$ cat src/hw/prdc_pkg.sv
package prdc_pkg;
  localparam int IDX_W = 9;
  localparam int ASID_W = 8;
  localparam int CODE_W = 4;
  localparam int CREDITS = 4;
  localparam int SLOT_W = 2;
  localparam int PRQ_DEPTH = 4;
  localparam int CNT_W = 3;
  localparam int ADDR_W = 5;
  localparam int STAT_W = 3;

  localparam logic UP_PREQ = 1'h0;
  localparam logic UP_ICPL = 1'h1;
  localparam logic DN_RESP = 1'h0;
  localparam logic DN_IREQ = 1'h1;
  localparam logic [CODE_W-1:0] RC_SUCCESS = 4'h0;

  localparam logic [ADDR_W-1:0] OFS_CTRL = 5'h00;
  localparam logic [ADDR_W-1:0] OFS_RESP = 5'h04;
  localparam logic [ADDR_W-1:0] OFS_STAT = 5'h08;
  localparam logic [ADDR_W-1:0] OFS_MASK = 5'h0C;
  localparam logic [ADDR_W-1:0] OFS_PRQ = 5'h10;
  localparam logic [ADDR_W-1:0] OFS_INFO = 5'h14;

  localparam int CTRL_START = 0;
  localparam int CTRL_SEL = 1;
  localparam int CTRL_ASID_LSB = 8;
  localparam int CTRL_BUSY = 31;
  localparam int RESP_IDX_LSB = 0;
  localparam int RESP_ASID_LSB = 16;
  localparam int RESP_CODE_LSB = 24;
  localparam int PRQ_IDX_LSB = 0;
  localparam int PRQ_ASID_LSB = 16;
  localparam int PRQ_LAST = 30;
  localparam int PRQ_VALID = 31;
  localparam int INFO_CNT_LSB = 0;
  localparam int INFO_STATE_LSB = 8;
  localparam int INFO_RESP_BUSY = 16;
  localparam int STAT_DONE = 0;
  localparam int STAT_OVF = 1;
  localparam int STAT_PREQ = 2;
  localparam logic [STAT_W-1:0] MASK_RST = 3'h0;

  typedef enum logic [4:0] {
    DR_IDLE = 5'h01,
    DR_FENCE = 5'h02,
    DR_INV = 5'h04,
    DR_WAIT = 5'h08,
    DR_STAT = 5'h10
  } prdc_drain_t;
endpackage

$ cat src/hw/prdc_link_if.sv
`timescale 1ns/10ps
`default_nettype none
// one posted channel each way keeps strict ordering
interface prdc_link_if;
  logic up_valid;
  logic up_type;
  logic [prdc_pkg::IDX_W-1:0] up_index;
  logic [prdc_pkg::ASID_W-1:0] up_asid;
  logic up_last;
  logic dn_valid;
  logic dn_type;
  logic [prdc_pkg::IDX_W-1:0] dn_index;
  logic [prdc_pkg::ASID_W-1:0] dn_asid;
  logic [prdc_pkg::CODE_W-1:0] dn_code;

  modport ep (
    output up_valid, up_type, up_index, up_asid, up_last,
    input dn_valid, dn_type, dn_index, dn_asid, dn_code
  );
  modport rmu (
    input up_valid, up_type, up_index, up_asid, up_last,
    output dn_valid, dn_type, dn_index, dn_asid, dn_code
  );
endinterface
`default_nettype wire

$ cat src/hw/prdc_remap.sv
`timescale 1ns/10ps
`default_nettype none
module prdc_remap (
  input wire logic clk_i,
  input wire logic nrst_i,
  input wire logic en_i,
  prdc_link_if.rmu link,
  input wire logic [prdc_pkg::ADDR_W-1:0] addr_i,
  input wire logic [31:0] wdata_i,
  input wire logic wr_i,
  input wire logic rd_i,
  output logic [31:0] rdata_o,
  output logic irq_o
);
  import prdc_pkg::*;

  prdc_drain_t st_r, st_nxt;
  logic sel_r, sel_nxt, ovfd_r, ovfd_nxt;
  logic [ASID_W-1:0] dasid_r, dasid_nxt;
  logic [IDX_W-1:0] qi_r [PRQ_DEPTH];
  logic [IDX_W-1:0] qi_nxt [PRQ_DEPTH];
  logic [ASID_W-1:0] qa_r [PRQ_DEPTH];
  logic [ASID_W-1:0] qa_nxt [PRQ_DEPTH];
  logic [PRQ_DEPTH-1:0] ql_r, ql_nxt;
  logic [CNT_W-1:0] cnt_r, cnt_nxt, k;
  logic auto_r, auto_nxt, sw_r, sw_nxt;
  logic [IDX_W-1:0] ai_r, ai_nxt, si_r, si_nxt;
  logic [ASID_W-1:0] aa_r, aa_nxt, sa_r, sa_nxt;
  logic [CODE_W-1:0] sc_r, sc_nxt;
  logic dv_r, dv_nxt, dt_r, dt_nxt;
  logic [IDX_W-1:0] di_r, di_nxt;
  logic [ASID_W-1:0] da_r, da_nxt;
  logic [CODE_W-1:0] dc_r, dc_nxt;
  logic [STAT_W-1:0] stat_r, stat_nxt, mask_r, mask_nxt, sset, sclr;
  logic [31:0] rd_r, rd_nxt;
  logic pop, disc, keep, preq, icpl;

  function automatic logic wr_at(input logic [ADDR_W-1:0] a, input logic [ADDR_W-1:0] ofs);
    return a == ofs;
  endfunction

  assign preq = link.up_valid && link.up_type == UP_PREQ;
  assign icpl = link.up_valid && link.up_type == UP_ICPL;

  always_comb begin
    st_nxt = st_r;
    sel_nxt = sel_r;
    dasid_nxt = dasid_r;
    ovfd_nxt = ovfd_r;
    qi_nxt = qi_r;
    qa_nxt = qa_r;
    ql_nxt = ql_r;
    auto_nxt = auto_r;
    ai_nxt = ai_r;
    aa_nxt = aa_r;
    sw_nxt = sw_r;
    si_nxt = si_r;
    sa_nxt = sa_r;
    sc_nxt = sc_r;
    dv_nxt = 1'b0;
    dt_nxt = dt_r;
    di_nxt = di_r;
    da_nxt = da_r;
    dc_nxt = dc_r;
    sset = '0;
    disc = 1'b0;
    keep = 1'b0;
    k = '0;
    pop = rd_i && wr_at(addr_i, OFS_PRQ) && cnt_r != '0;

    // downstream arbiter: responses always precede the invalidation
    if (auto_r) begin
      dv_nxt = 1'b1;
      dt_nxt = DN_RESP;
      di_nxt = ai_r;
      da_nxt = aa_r;
      dc_nxt = RC_SUCCESS;
      auto_nxt = 1'b0;
    end else if (sw_r) begin
      dv_nxt = 1'b1;
      dt_nxt = DN_RESP;
      di_nxt = si_r;
      da_nxt = sa_r;
      dc_nxt = sc_r;
      sw_nxt = 1'b0;
    end else if (st_r == DR_INV) begin
      dv_nxt = 1'b1;
      dt_nxt = DN_IREQ;
      st_nxt = DR_WAIT;
    end

    case (st_r)
      DR_IDLE: begin
        if (wr_i && wr_at(addr_i, OFS_CTRL) && wdata_i[CTRL_START]) begin
          st_nxt = DR_FENCE;
          sel_nxt = wdata_i[CTRL_SEL];
          dasid_nxt = wdata_i[CTRL_ASID_LSB +: ASID_W];
          ovfd_nxt = 1'b0;
        end
      end
      DR_FENCE: begin
        if (!auto_r && !sw_r) begin
          st_nxt = DR_INV;
        end
      end
      DR_INV: begin
      end
      DR_WAIT: begin
        if (icpl) begin
          st_nxt = DR_STAT;
        end
      end
      DR_STAT: begin
        // earlier requests already sit in the queue: one channel, in order
        if (ovfd_r) begin
          ovfd_nxt = 1'b0;
          st_nxt = DR_INV;
        end else begin
          disc = 1'b1;
          sset[STAT_DONE] = 1'b1;
          st_nxt = DR_IDLE;
        end
      end
      default: begin
        st_nxt = DR_IDLE;
      end
    endcase

    // queue compaction handles pop and selective discard in one pass
    for (int i = 0; i < PRQ_DEPTH; i++) begin
      keep = CNT_W'(i) < cnt_r && !(pop && i == 0) && !(disc && (!sel_r || qa_r[i] == dasid_r));
      if (keep) begin
        qi_nxt[k[SLOT_W-1:0]] = qi_r[i];
        qa_nxt[k[SLOT_W-1:0]] = qa_r[i];
        ql_nxt[k[SLOT_W-1:0]] = ql_r[i];
        k = k + 1'b1;
      end
    end
    cnt_nxt = k;
    if (preq) begin
      sset[STAT_PREQ] = 1'b1;
      if (k == CNT_W'(PRQ_DEPTH)) begin
        sset[STAT_OVF] = 1'b1;
        if (st_r != DR_IDLE) begin
          ovfd_nxt = 1'b1;
        end
        if (link.up_last) begin
          auto_nxt = 1'b1;
          ai_nxt = link.up_index;
          aa_nxt = link.up_asid;
        end
      end else begin
        qi_nxt[k[SLOT_W-1:0]] = link.up_index;
        qa_nxt[k[SLOT_W-1:0]] = link.up_asid;
        ql_nxt[k[SLOT_W-1:0]] = link.up_last;
        cnt_nxt = k + 1'b1;
      end
    end

    // a response written while sw_r holds one back replaces it
    if (wr_i && wr_at(addr_i, OFS_RESP)) begin
      sw_nxt = 1'b1;
      si_nxt = wdata_i[RESP_IDX_LSB +: IDX_W];
      sa_nxt = wdata_i[RESP_ASID_LSB +: ASID_W];
      sc_nxt = wdata_i[RESP_CODE_LSB +: CODE_W];
    end
  end

  always_comb begin
    sclr = (wr_i && wr_at(addr_i, OFS_STAT)) ? wdata_i[STAT_W-1:0] : '0;
    stat_nxt = (stat_r & ~sclr) | sset;
    mask_nxt = (wr_i && wr_at(addr_i, OFS_MASK)) ? wdata_i[STAT_W-1:0] : mask_r;
    rd_nxt = '0;
    if (rd_i) begin
      case (addr_i)
        OFS_CTRL: begin
          rd_nxt[CTRL_SEL] = sel_r;
          rd_nxt[CTRL_ASID_LSB +: ASID_W] = dasid_r;
          rd_nxt[CTRL_BUSY] = st_r != DR_IDLE;
        end
        OFS_STAT: rd_nxt[STAT_W-1:0] = stat_r;
        OFS_MASK: rd_nxt[STAT_W-1:0] = mask_r;
        OFS_PRQ: begin
          if (cnt_r != '0) begin
            rd_nxt[PRQ_VALID] = 1'b1;
            rd_nxt[PRQ_LAST] = ql_r[0];
            rd_nxt[PRQ_ASID_LSB +: ASID_W] = qa_r[0];
            rd_nxt[PRQ_IDX_LSB +: IDX_W] = qi_r[0];
          end
        end
        OFS_INFO: begin
          rd_nxt[INFO_CNT_LSB +: CNT_W] = cnt_r;
          rd_nxt[INFO_STATE_LSB +: 5] = st_r;
          rd_nxt[INFO_RESP_BUSY] = sw_r | auto_r;
        end
        default: rd_nxt = '0;
      endcase
    end
  end

  always_ff @(posedge clk_i or negedge nrst_i) begin
    if (!nrst_i) begin
      st_r <= DR_IDLE;
      sel_r <= 1'b0;
      dasid_r <= '0;
      ovfd_r <= 1'b0;
      for (int i = 0; i < PRQ_DEPTH; i++) begin
        qi_r[i] <= '0;
        qa_r[i] <= '0;
      end
      ql_r <= '0;
      cnt_r <= '0;
      auto_r <= 1'b0;
      ai_r <= '0;
      aa_r <= '0;
      sw_r <= 1'b0;
      si_r <= '0;
      sa_r <= '0;
      sc_r <= '0;
      dv_r <= 1'b0;
      dt_r <= 1'b0;
      di_r <= '0;
      da_r <= '0;
      dc_r <= '0;
      stat_r <= '0;
      mask_r <= MASK_RST;
      rd_r <= '0;
    end else if (en_i) begin
      st_r <= st_nxt;
      sel_r <= sel_nxt;
      dasid_r <= dasid_nxt;
      ovfd_r <= ovfd_nxt;
      qi_r <= qi_nxt;
      qa_r <= qa_nxt;
      ql_r <= ql_nxt;
      cnt_r <= cnt_nxt;
      auto_r <= auto_nxt;
      ai_r <= ai_nxt;
      aa_r <= aa_nxt;
      sw_r <= sw_nxt;
      si_r <= si_nxt;
      sa_r <= sa_nxt;
      sc_r <= sc_nxt;
      dv_r <= dv_nxt;
      dt_r <= dt_nxt;
      di_r <= di_nxt;
      da_r <= da_nxt;
      dc_r <= dc_nxt;
      stat_r <= stat_nxt;
      mask_r <= mask_nxt;
      rd_r <= rd_nxt;
    end
  end

  assign irq_o = |(stat_r & mask_r);
  assign rdata_o = rd_r;
  assign link.dn_valid = dv_r;
  assign link.dn_type = dt_r;
  assign link.dn_index = di_r;
  assign link.dn_asid = da_r;
  assign link.dn_code = dc_r;
endmodule
`default_nettype wire

$ cat src/flat_wrapper.sv
// flat-port wrapper written by rule: the top's interface ports become plain ports
module prdc_remap_flat import prdc_pkg::*;
  (clk_i, nrst_i, en_i, addr_i, wdata_i, wr_i, rd_i, rdata_o, irq_o, link_up_valid, link_up_type, link_up_index, link_up_asid, link_up_last, link_dn_valid, link_dn_type, link_dn_index, link_dn_asid, link_dn_code);
  prdc_link_if link_i ();
  input wire logic clk_i;
  input wire logic nrst_i;
  input wire logic en_i;
  input wire logic [prdc_pkg::ADDR_W-1:0] addr_i;
  input wire logic [31:0] wdata_i;
  input wire logic wr_i;
  input wire logic rd_i;
  output logic [31:0] rdata_o;
  output logic irq_o;
  input wire logic [$bits(link_i.up_valid)-1:0] link_up_valid;
  input wire logic [$bits(link_i.up_type)-1:0] link_up_type;
  input wire logic [$bits(link_i.up_index)-1:0] link_up_index;
  input wire logic [$bits(link_i.up_asid)-1:0] link_up_asid;
  input wire logic [$bits(link_i.up_last)-1:0] link_up_last;
  output wire logic [$bits(link_i.dn_valid)-1:0] link_dn_valid;
  output wire logic [$bits(link_i.dn_type)-1:0] link_dn_type;
  output wire logic [$bits(link_i.dn_index)-1:0] link_dn_index;
  output wire logic [$bits(link_i.dn_asid)-1:0] link_dn_asid;
  output wire logic [$bits(link_i.dn_code)-1:0] link_dn_code;
  assign link_i.up_valid = link_up_valid;
  assign link_i.up_type = link_up_type;
  assign link_i.up_index = link_up_index;
  assign link_i.up_asid = link_up_asid;
  assign link_i.up_last = link_up_last;
  assign link_dn_valid = link_i.dn_valid;
  assign link_dn_type = link_i.dn_type;
  assign link_dn_index = link_i.dn_index;
  assign link_dn_asid = link_i.dn_asid;
  assign link_dn_code = link_i.dn_code;
  prdc_remap u_core (.clk_i(clk_i), .nrst_i(nrst_i), .en_i(en_i), .link(link_i), .addr_i(addr_i), .wdata_i(wdata_i), .wr_i(wr_i), .rd_i(rd_i), .rdata_o(rdata_o), .irq_o(irq_o));
endmodule
$ cat config.mk
export PLATFORM = sky130hd
export DESIGN_NAME = prdc_remap_flat
export DESIGN_NICKNAME = d
export VERILOG_FILES = /design/src/hw/prdc_pkg.sv /design/src/hw/prdc_link_if.sv /design/src/hw/prdc_remap.sv /design/src/flat_wrapper.sv
export SDC_FILE = /design/constraint.sdc
export NUM_CORES = 1
export LEC_CHECK = 0
export BUFFER_PORTS_ARGS = -buffer_cell sky130_fd_sc_hd__buf_2
export CAP_MARGIN = 0
export CORE_ASPECT_RATIO = 0.6
export CORE_MARGIN = 2
export CORE_UTILIZATION = 54
export DETAILED_ROUTE_END_ITERATION = 10
export MAX_ROUTING_LAYER = met4
export PLACE_DENSITY = 0.75
export SYNTH_ARGS = -nofsm -noshare
export SYNTH_HDL_FRONTEND = slang
export SYNTH_SLANG_ARGS = --single-unit
$ cat constraint.sdc
create_clock -name clk_i -period 10.7 [get_ports clk_i]
set_input_delay 1.605 -clock clk_i [delete_from_list [all_inputs] [get_ports clk_i]]
set_output_delay 1.605 -clock clk_i [all_outputs]
set_load 0.01 [all_outputs]
==> flow_summary.ini <==
[sta]
setup_tns_ps = 0
max_freq_ghz = 0.177
rsz0062_at_grt = false
slew-limit-headroom = 0.150
setup_viol = 0
worst_pin_slew_ps = 1280
fin_ws_ps = 5060
finalCritPeriodShare = 0.527
period_needed_ps = 5640
finalHoldViolations = 0
finClkSkew_ps = 9.33
drv_slew = 0

[grt]
grt_overflow = 0
grt_max_degree = 117
grt_pass1_vias = 7738
grt_use_total = 0.303
grt_first_pass_wirelength_um = 43100
antenna_found_initial = 0

[route]
wl_met1_um = 12300
drc = 0
drtIter0Drc = 890
postRouteWirelength_um = 27100
vias_per_cell = 6.26
wl_met2_um = 11400
wl_met3_um = 2890
top_layer_used = met4
vias = 8135
detail_route.first_pass.iterations = 5
wl_per_cell_um = 20.9
ant_nets = 0

[logic_synthesis]
syn_avg_cell_area_um2 = 10.1
synthesis.area_um2 = 9880
synth-warning-count = 0
seq_area_frac_synth = 0.469
synth_top_area_frac = 0.466
synth_area_leader_cell = dfrtp_1
synth_cells = 979
async_flop_share = 1.00
synth_area_leaders = dfrtp_1 (47%), mux2_2 (5.8%), mux2i_1 (5.5%), nand2_1 (4.5%), xnor2_1 (3.1%)
ys.flop_type = dfrtp_1
synth-edff-count = 0
netlist-cell-type-count = 66
ys_seq_elements = 185

[worst_hold_path]
hold_depth = 2
hp-class = flip-flop to flip-flop

[layout]
mostFrequentLayoutCell = dfrtp_1
final_nets = 1120
diodes = 0
mostFrequentLayoutCells = dfrtp_1 (184), nand2_1 (118), buf_2 (105)
nFillCells = 1498
area_delta_synth_final_pct = 12.1
drive_above_1_share = 0.234
fin_cells = 1300

[cts]
cts_buffer_depth = 2
cts_tree = yes
cts_setup_buffers = 0
root_buffer = clkbuf_16
htreeDepth = 4
ctsResizeCount = 0
numCtsBuffers = 17
clk_pin_slew_worst_paths_ps = 70
holdBufCountCts = 0
numClockSinks = 185
worstSkewPairLatency_ps = 430

[place]
dp_hpwl_um = 17700
gp_congestion = 0.857
post-place-ws_ps = 4760
dp.cells = 1268
port_buffers = 107

[floorplanning]
coreArea_um2 = 18000
start_util = 0.550
die_area_um2 = 19400
die_h_um = 109
die_width_um = 179
ioPinCount = 118
placementRows = 38

[critical_path]
r2r_setup_slack_ps = 5310
end_kind = flip-flop
timing.rr.end = u_core.ql_r[3]$_DFFE_PN0P_
crit_type = input port to flip-flop
crit_fanout = 19
worstReg2RegStart = u_core.st_r[1]$_DFFE_PN0P_
critPathLaunchType = input port
reg2reg_depth = 13
crit_end = u_core.ql_r[3]$_DFFE_PN0P_
arrival_ps = 5960
worstPathRequired_ps = 11020
cp-startpoint = addr_i[1]

[power]
total_power_mw = 2.75
powerDensity_nw_per_um2 = 249
ir_drop_mv = 0.151
p_leak_nw = 5.03

[job]
cap_violations = 0

[outcome]
status = finished, final reports clean
## worst min-delay path by stage
stage	startpoint	end
6_report	u_core.link.dn_index[8]$_DFFE_PN0P_	u_core.link.dn_index[8]$_DFFE_PN0P_
5_1_grt	u_core.link.dn_asid[6]$_DFFE_PN0P_	u_core.link.dn_asid[6]$_DFFE_PN0P_
4_1_cts	u_core.link.dn_index[8]$_DFFE_PN0P_	u_core.link.dn_index[8]$_DFFE_PN0P_
3_5_place_dp	u_core.link.dn_index[8]$_DFFE_PN0P_	u_core.link.dn_index[8]$_DFFE_PN0P_
3_3_place_gp	u_core.link.dn_asid[0]$_DFFE_PN0P_	u_core.link.dn_asid[0]$_DFFE_PN0P_
2_1_floorplan	u_core.aa_r[0]$_DFFE_PN0P_	u_core.aa_r[0]$_DFFE_PN0P_
## routing by layer
metal | GRT usage | vias up
met3 | 0.0680 | 45
met4 | 0.0906 | 0
met1 | 0.442 | 3973
met2 | 0.421 | 444
met5 | - | -
li1 | - | 3673
## kinds of logic after synthesis
| logic type | after synthesis | share of synthesized area |
|---|---|---|
| fa+ha+maj | 11 | 0.0139 |
| other cells | 1 | 0.000380 |
| compound gates | 259 | 0.190 |
| buf+inv | 117 | 0.0574 |
| flops | 185 | 0.469 |
| simple gates | 263 | 0.122 |
| mux | 107 | 0.115 |
| xor+xnor | 36 | 0.0319 |
## worst max-delay path, stage by stage
cell and delay (ps):
buf_2 110, nor3_1 270, nand2_1 240, nor2_1 140, a221o_1 240, inv_1 70, ha_1 310, xnor2_1 480
inv_1 150, ha_1 260, nand2_1 110, a21oi_2 70, a211oi_4 910, o21ai_2 540, o221a_2 440
## flip-flops by register name, summed over array words and instances, names as in the netlist, 4 cells and up
name                  cells
u_core.rdata_o           26
u_core.qa_r              32
u_core.aa_r               8
u_core.sc_r               4
u_core.si_r               9
u_core.link.dn_asid       8
u_core.ai_r               9
u_core.qi_r              36
u_core.sa_r               8
u_core.st_r               5
u_core.dasid_r            8
u_core.link.dn_index      9
u_core.ql_r               4
u_core.link.dn_code       4
## cell type report
class                      count  area, µm²  area share
inverter                      42        158      0.0142
sequential                   185       4630       0.418
clock buffer                  19        453      0.0409
clock inverter                13        166      0.0150
tap                          240        300      0.0271
timing repair buffer         119        637      0.0575
multi-input combinational    682       4730       0.427
## where the power goes
group	switching, mW	internal [mW]
combinational	0.495	0.472
sequential	0.226	0.892
clock	0.286	0.383
total	1.01	1.75
## per-stage QoR
step / hold slack [ps] / utilization / instance area, µm²
finish: 478 / 0.616 / 11100
global route: 510 / 0.616 / 11100
CTS: 481 / 0.616 / 11100
detailed placement: 466 / 0.582 / 10500
global placement: 458 / 0.582 / 10500
floorplan: 464 / - / 9900
## synth_stat cells, drive strengths merged (3+ instances only)
master	number
o221a	22
o22ai	33
or3	14
a221o	10
a31oi	39
and2	3
a21o	3
nor4b	3
clkbuf	34
mux2	53
a22o	3
nand4	9
nor4	3
ha	11
o21ai	53
o32ai	3
nor3	7
dfrtp	184
buf	41
nor2	69
nand2	121
nor2b	7
inv	42
nand3	12
a21oi	31
mux2i	54
xnor2	35
a211o	18
o211ai	23
o2bb2ai	4
and3	9
Note: power is estimated with default switching activity, not from simulation.
